## config.mk

```make
export PLATFORM = sky130hd
export DESIGN_NAME = cpc_top
export DESIGN_NICKNAME = d
export VERILOG_FILES = /design/src/cpc_pkg.sv /design/src/cpc_top.sv
export VERILOG_INCLUDE_DIRS = /design/src
export SDC_FILE = /design/constraint.sdc
export NUM_CORES = 1
export LEC_CHECK = 0
export BUFFER_PORTS_ARGS = -buffer_cell sky130_fd_sc_hd__buf_2
export CORE_UTILIZATION = 48
export DETAILED_ROUTE_END_ITERATION = 10
export PLACE_DENSITY_LB_ADDON = 0.3
export SYNTH_ARGS = -nofsm -noshare
export SYNTH_HDL_FRONTEND = slang
export SYNTH_SLANG_ARGS = --single-unit
export TNS_END_PERCENT = 50
```

## constraint.sdc

```tcl
create_clock -name clk -period 2.3 [get_ports clk]
set_clock_uncertainty 0.1 [all_clocks]
set_input_delay 0.23 -clock clk [delete_from_list [all_inputs] [get_ports clk]]
set_output_delay 0.23 -clock clk [all_outputs]
set_load 0.01 [all_outputs]
```

## src/cpc_defs.svh

```systemverilog
// What this block does
// [RULE1] select 0: settings taken from resistor pins
// [RULE2] writing 0 to select is ignored
// [RULE3] writing 1 selects host-written settings
// [RULE4] writing 1 clears resistor-fault suspension
// [RULE5] force-off bit turns battery switch off
// [RULE6] force-off reads back command or pin
// [RULE7] standby bit forces converter off except in reverse mode, low current in every mode
// [RULE8] standby bit reads back effective setting
// [RULE9] watchdog runs only while enabled
// [RULE10] host restarts watchdog by writing 0x01
// [RULE11] mode code decodes to power-path configuration
// [RULE12] mode reads back effective configuration
// [RULE13] watchdog expiry flags event, leaves normal operation
`ifndef CPC_DEFS_SVH
`define CPC_DEFS_SVH
// ==========================================
// register map
`define CPC_CFG_OFFSET     8'h16
`define CPC_WDCLR_OFFSET   8'h1A
`define CPC_WDCLR_VALUE    8'h01
// ==========================================
// field positions and reset values
`define CPC_SEL_BIT        7
`define CPC_BFO_BIT        6
`define CPC_STBY_BIT       5
`define CPC_WDEN_BIT       4
`define CPC_MODE_RESET     4'h5
// ==========================================
// timing
`define CPC_CLK_MHZ        250
`define CPC_WD_PERIOD_MS   80
`endif

```

## src/cpc_pkg.sv

```systemverilog
package cpc_pkg;
   typedef enum logic [1:0]
   {
      CPC_ALL_OFF = 2'h0,
      CPC_DCDC    = 2'h1,
      CPC_CHARGE  = 2'h3,
      CPC_REVERSE = 2'h2
   } cpc_path_t;

   typedef struct packed
   {
      logic [7:0] ilim;
      logic [7:0] icc;
      logic [7:0] vcv;
      logic [7:0] topoff_resistor_pin;
   } cpc_settings_t;
endpackage

```

## src/cpc_top.sv

```systemverilog
`timescale 1ns/1ps
`include "cpc_defs.svh"
module cpc_top
#(
   parameter int unsigned WD_CYCLES = `CPC_WD_PERIOD_MS * 1000 * `CPC_CLK_MHZ
)
(
   // clock and reset
   input  wire logic                  clk,
   input  wire logic                  rst_n,
   // register port
   input  wire logic                  reg_wr,
   input  wire logic                  reg_rd,
   input  wire logic [7:0]            reg_addr,
   input  wire logic [7:0]            reg_wdata,
   output      logic [7:0]            reg_rdata,
   // setting sources
   input  wire cpc_pkg::cpc_settings_t resistor_settings,
   input  wire cpc_pkg::cpc_settings_t host_settings,
   input  wire logic                  resistor_fault,
   input  wire logic                  battery_switch_disable_pin,
   // power-path state machine requests
   input  wire logic                  ppsm_batt_switch_on,
   input  wire logic                  ppsm_dcdc_on,
   // effects
   output      cpc_pkg::cpc_settings_t active_settings,
   output      logic                  charger_suspended,
   output      logic                  batt_switch_on,
   output      logic                  dcdc_on,
   output      logic                  input_standby,
   output      logic                  charger_enable,
   output      cpc_pkg::cpc_path_t    path_config,
   output      logic                  watchdog_expired
);
   // ==========================================
   // decode
   function automatic cpc_pkg::cpc_path_t mode_decode(input logic [3:0] code);
      if (code <= 4'h3)
         mode_decode = cpc_pkg::CPC_ALL_OFF;
      else if (code == 4'h4)
         mode_decode = cpc_pkg::CPC_DCDC;
      else if (code <= 4'h7)
         mode_decode = cpc_pkg::CPC_CHARGE;
      else if (code == 4'hA)
         mode_decode = cpc_pkg::CPC_REVERSE;
      else
         mode_decode = cpc_pkg::CPC_ALL_OFF;
   endfunction

   logic                   host_programming_select;
   logic                   battery_path_force_off;
   logic                   input_standby_force;
   logic                   host_watchdog_enable;
   logic [3:0]             mode_code;
   logic [31:0]            wd_count;
   logic                   wd_flag;
   logic                   next_sel;
   logic                   next_bfo;
   logic                   next_stby;
   logic                   next_wden;
   logic [3:0]             next_mode;
   logic [31:0]            next_wd_count;
   logic                   next_wd_flag;
   logic                   next_susp;
   logic [7:0]             next_rdata;
   logic                   cfg_wr;
   logic                   wdclr_wr;
   logic                   bfo_eff;
   cpc_pkg::cpc_path_t     path_eff;
   logic [3:0]             mode_eff;
   logic                   wd_expire;
   cpc_pkg::cpc_settings_t next_active;
   logic                   next_batt_on;
   logic                   next_dcdc_on;
   logic                   next_stby_out;
   logic                   next_chg_en;
   cpc_pkg::cpc_path_t     next_path;
   logic                   next_wd_exp;

   // ==========================================
   // register state
   always_comb
   begin
      cfg_wr    = reg_wr && (reg_addr == `CPC_CFG_OFFSET);
      wdclr_wr  = reg_wr && (reg_addr == `CPC_WDCLR_OFFSET)
                  && (reg_wdata == `CPC_WDCLR_VALUE);                // [RULE10]
      next_sel  = host_programming_select;
      next_bfo  = battery_path_force_off;
      next_stby = input_standby_force;
      next_wden = host_watchdog_enable;
      next_mode = mode_code;
      if (cfg_wr)
      begin
         // a zero write leaves the select alone; only reset clears it
         next_sel  = host_programming_select | reg_wdata[`CPC_SEL_BIT]; // [RULE2] [RULE3]
         next_bfo  = reg_wdata[`CPC_BFO_BIT];
         next_stby = reg_wdata[`CPC_STBY_BIT];
         next_wden = reg_wdata[`CPC_WDEN_BIT];
         next_mode = reg_wdata[3:0];
      end
      next_susp = charger_suspended;
      if (resistor_fault && !host_programming_select)
         next_susp = 1'b1;
      if (cfg_wr && reg_wdata[`CPC_SEL_BIT])
         next_susp = 1'b0;                                           // [RULE4]
   end

   // ==========================================
   // watchdog
   always_comb
   begin
      // a restart in the terminal cycle still counts as in time
      wd_expire     = host_watchdog_enable && !wdclr_wr
                      && (wd_count >= WD_CYCLES - 1);
      next_wd_count = 32'h0;
      next_wd_flag  = wd_flag;
      if (host_watchdog_enable && !wdclr_wr)                         // [RULE9]
      begin
         if (wd_expire)
         begin
            next_wd_flag  = 1'b1;                                    // [RULE13]
            next_wd_count = 32'h0;
         end
         else
            next_wd_count = wd_count + 32'h1;
      end
      // restart or disabling write clears the flag; expiry in the same cycle as a disabling write wins
      if ((wdclr_wr || (cfg_wr && !reg_wdata[`CPC_WDEN_BIT])) && !wd_expire)
         next_wd_flag = 1'b0;
   end

   // ==========================================
   // effective state and read data
   always_comb
   begin
      bfo_eff  = battery_path_force_off | battery_switch_disable_pin;
      path_eff = mode_decode(mode_code);                             // [RULE11]
      if (wd_flag)
         path_eff = cpc_pkg::CPC_DCDC;                               // [RULE13]
      if (input_standby_force && path_eff != cpc_pkg::CPC_REVERSE)
         path_eff = cpc_pkg::CPC_ALL_OFF;                            // [RULE7]
      unique case (path_eff)
         cpc_pkg::CPC_ALL_OFF: mode_eff = 4'h0;
         cpc_pkg::CPC_DCDC:    mode_eff = 4'h4;
         cpc_pkg::CPC_CHARGE:  mode_eff = (mode_code inside {4'h5, 4'h6, 4'h7}) ? mode_code : 4'h5;
         cpc_pkg::CPC_REVERSE: mode_eff = 4'hA;
      endcase
      next_rdata = 8'h00;
      if (reg_rd && reg_addr == `CPC_CFG_OFFSET)
         next_rdata = {host_programming_select, bfo_eff,              // [RULE6]
                       input_standby_force, host_watchdog_enable,     // [RULE8]
                       mode_eff};                                     // [RULE12]
      // outputs lag the state by one cycle
      next_active   = host_programming_select ? host_settings
                                              : resistor_settings;   // [RULE1] [RULE3]
      next_batt_on  = ppsm_batt_switch_on && !bfo_eff;               // [RULE5]
      next_dcdc_on  = ppsm_dcdc_on && (path_eff != cpc_pkg::CPC_ALL_OFF); // [RULE7]
      next_stby_out = input_standby_force;                           // [RULE7]
      next_chg_en   = (path_eff == cpc_pkg::CPC_CHARGE) && !charger_suspended; // [RULE4]
      next_path     = path_eff;
      next_wd_exp   = wd_flag;
   end

   // ==========================================
   // configuration flops
   always_ff @(posedge clk)
   begin
      if (!rst_n)
      begin
         host_programming_select <= 1'b0;
         battery_path_force_off  <= 1'b0;
         input_standby_force     <= 1'b0;
         host_watchdog_enable    <= 1'b0;
         mode_code               <= `CPC_MODE_RESET;
         charger_suspended       <= 1'b0;
      end
      else
      begin
         host_programming_select <= next_sel;
         battery_path_force_off  <= next_bfo;
         input_standby_force     <= next_stby;
         host_watchdog_enable    <= next_wden;
         mode_code               <= next_mode;
         charger_suspended       <= next_susp;
      end
   end

   // ==========================================
   // watchdog flops
   always_ff @(posedge clk)
   begin
      if (!rst_n)
      begin
         wd_count                <= 32'h0;
         wd_flag                 <= 1'b0;
      end
      else
      begin
         wd_count                <= next_wd_count;
         wd_flag                 <= next_wd_flag;
      end
   end

   // ==========================================
   // output flops; no output is driven by logic directly
   always_ff @(posedge clk)
   begin
      if (!rst_n)
      begin
         reg_rdata               <= 8'h00;
         active_settings         <= '0;
         batt_switch_on          <= 1'b0;
         dcdc_on                 <= 1'b0;
         input_standby           <= 1'b0;
         charger_enable          <= 1'b0;
         path_config             <= cpc_pkg::CPC_ALL_OFF;
         watchdog_expired        <= 1'b0;
      end
      else
      begin
         reg_rdata               <= next_rdata;
         active_settings         <= next_active;
         batt_switch_on          <= next_batt_on;
         dcdc_on                 <= next_dcdc_on;
         input_standby           <= next_stby_out;
         charger_enable          <= next_chg_en;
         path_config             <= next_path;
         watchdog_expired        <= next_wd_exp;
      end
   end
endmodule

```

==> impl_metrics.py <==
metrics = {
    "status": {
        "status": "completed",
    },
    "die": {
        "start_util": 0.5068,
        "coreArea_sq_um": 6944,
        "die_w_microns": 87.63,
        "io_pins": 136,
        "rows": 30,
        "die_h_microns": 87.63,
        "dieArea_sq_um": 7679,
    },
    "placed_design": {
        "dp_slack_ns": 0.01996,
        "place_area_sq_um": 4333,
        "dp_hpwl_microns": 5988,
        "place.gp.congestion": 0.8924,
        "io_buffers": 135,
    },
    "cts": {
        "root_buffer": "clkbuf_8",
        "tritoncts": "built",
        "clkSinkCount": 89,
        "htreeDepth": 3,
        "post-cts-setup-buffer-count": 0,
        "clk_path_buf_depth": 2,
        "insertion_delay_ns": 0.34,
        "clk_pin_slew_worst_paths_ns": 0.09,
        "cts_buffers": 9,
    },
    "synth": {
        "synth_largest_area_cell": "dfxtp_1",
        "synth_area_sq_um": 3520,
        "synth.top_cell.area_share": 0.5062,
        "synth-seq-cells": 89,
        "avgSynthCellArea_sq_um": 9.859,
        "ys_seq_area_frac": 0.5062,
        "yosysWarnings": 0,
        "synth_edf_count": 0,
        "synthCells": 357,
        "synth_cell_type_count": 47,
        "ys.flop_type": "dfxtp_1",
        "synth.top_cells.by_area": "dfxtp_1, mux2i_1, nor2_1",
        "async_flop_share": 0,
    },
    "layout": {
        "drive_gt1_frac": 0.3511,
        "area_growth_pct": 30.54,
        "final_nets": 591,
        "final_cell_mix": "buf_2, dfxtp_1, nor2_1",
        "diodes": 0,
        "mostFrequentLayoutCell": "buf_2",
        "final_area_sq_um": 4594,
    },
    "drt": {
        "wl_per_cell_microns": 13.51,
        "vias_per_cell": 5.264,
        "route.vias.total": 3174,
        "final_antenna_net_count": 0,
        "dr.first_iter.drc_count": 133,
        "drc": 0,
        "drt_first_pass_iters": 4,
        "routed_wl_microns": 8147,
    },
    "sta": {
        "period_minus_slack_ns": 2.216,
        "fin_ws_ns": 0.08441,
        "grt_setup_unrepaired": "true",
        "holdWs_ns": 0.01174,
        "worst_pin_slew_ns": 0.5632,
        "max_freq_mhz": 451.3,
        "fin_crit_sh": 0.9633,
        "setup_viol": 0,
        "max_slew_margin": 0.6245,
        "slew_violations": 0,
        "hold_violations": 0,
    },
    "worst_setup_path": {
        "worstPathRequired_ns": 2.43,
        "worst-path-max-fanout": 6,
        "startpoint_type": "flip-flop",
        "reg2reg_slack_ns": 0.08,
        "r2r_end": "wd_count[24]",
        "cp-end-kind": "flip-flop",
        "critical_path_class": "reg -> reg",
        "r2r_start": "wd_count[1]",
        "rr_worst_depth": 5,
        "cp.arrival_ns": 2.34,
    },
    "power": {
        "p_int_w": 0.002200,
        "power_w": 0.002853,
        "peakVddDrop_v": 0.0003348,
        "power_frac_comb": 0.071,
        "p_sw_w": 0.0006522,
        "p_clk_frac": 0.371,
        "p_leak_nw": 1.858,
        "p_sw_frac": 0.2287,
        "power-per-cell-area_nw_per_um2": 620.9,
        "p_seq_frac": 0.558,
    },
    "grt": {
        "grt_pass1_wl_microns": 12880,
        "grt_max_degree": 31,
        "overflow": 0,
        "grt_pass1_vias": 2894,
        "gr-usage-all-layers": 0.2134,
        "antenna_found_initial": 0,
    },
    "min_path": {
        "hp-class": "in -> reg",
        "min-delay-start": "ppsm_dcdc_on",
        "hold_depth": 2,
        "hold_end": "dcdc_on",
    },
    "job": {
        "max_cap_violations": 0,
    },
}
## flip-flops by register name, indices dropped and copies added, names as in the netlist
signal / count
active_settings: 32
wd_count: 32
reg_rdata: 8
mode_code: 4
path_config: 2
batt_switch_on: 1
battery_path_force_off: 1
charger_enable: 1
charger_suspended: 1
dcdc_on: 1
host_programming_select: 1
host_watchdog_enable: 1
input_standby: 1
input_standby_force: 1
next_wd_exp: 1
watchdog_expired: 1
## area by class of cell
type                            count  area [sq um]
Sequential cell                    89          1784
Timing Repair Buffer              149         790.8
Tap cell                           96         120.1
Fill cell                         579          2350
Multi-Input combinational cell    244          1663
Inverter                            9         33.78
Clock inverter                      7         78.83
Clock buffer                        9         123.9
## worst max-delay path by stage
stage                            from           end  slack (ns)
after floorplan           wd_count[4]  wd_count[19]        0.22
after global placement    wd_count[0]  wd_count[22]        0.08
after detailed placement  wd_count[0]  wd_count[24]        0.02
after CTS                 wd_count[0]  wd_count[24]        0.04
after global routing      wd_count[1]  wd_count[20]       -0.06
final                     wd_count[1]  wd_count[24]        0.08
## synthesized netlist by cell type, types with 4 or more instances
cell type / number
a2111oi_0: 10
clkbuf_1: 16
dfxtp_1: 89
inv_1: 7
mux2i_1: 39
nand2_1: 8
nand3_1: 11
nand4_1: 15
nor2_1: 55
nor2b_1: 5
nor4_1: 14
o21ai_0: 10
o31ai_1: 5
or3_1: 7
or4_1: 5
xnor2_1: 6
xor2_1: 4
## power by group through the flow
stage	Sequential, W	Combinational, W	Clock (W)
2_1_floorplan	0.00165	0.0000531	0
3_3_place_gp	0.00163	0.000194	0
3_5_place_dp	0.00163	0.000198	0
4_1_cts	0.00159	0.000204	0.00109
5_1_grt	0.00160	0.000224	0.00115
6_report	0.00159	0.000202	0.00106
## stage by stage
stage | util | cells | setup TNS, ns
after global placement | 0.6240 | 583 | 0
after CTS | 0.6596 | 603 | 0
after global routing | 0.6616 | 603 | -0.09423
after detailed placement | 0.6240 | 583 | 0
after floorplan | - | 363 | 0
final | 0.6616 | 603 | 0
## routing by layer
metal / GRT usage / part of all wire / vias up
met5: 0 / 0 / -
met4: 0.07750 / 0.015 / 0
met3: 0.03676 / 0.048 / 13
met2: 0.3835 / 0.51 / 106
met1: 0.2554 / 0.43 / 1467
li1: - / - / 1588
## worst max-delay path, stage by stage (launching register included)
cell       delay [ns]
dfxtp_1          0.38
ha_2             0.22
and4_2           0.29
nand3_2          0.15
or4_1            0.56
a2111oi_1        0.40
## kinds of logic (layout without fill, tap and decap cells)
family,after synthesis,count (layout),share of synthesized area
and+or+nand+nor,145,145,0.2254
other,1,7,0.001065
adders and majority gates,1,1,0.003554
AOI/OAI and AO/OA,42,42,0.09527
xor gates and xnor gates,10,10,0.02488
buffers and inverters,30,174,0.03271
muxes,39,39,0.1109
DFF,89,89,0.5062
## timing repair
action,in CTS,in global routing
setup endpoints to repair,1,6
gates cloned,0,0
hold buffers,4,0
gates resized for setup,1,8
hold endpoints to repair,4,0
Note: power is estimated with default switching activity, not from simulation.
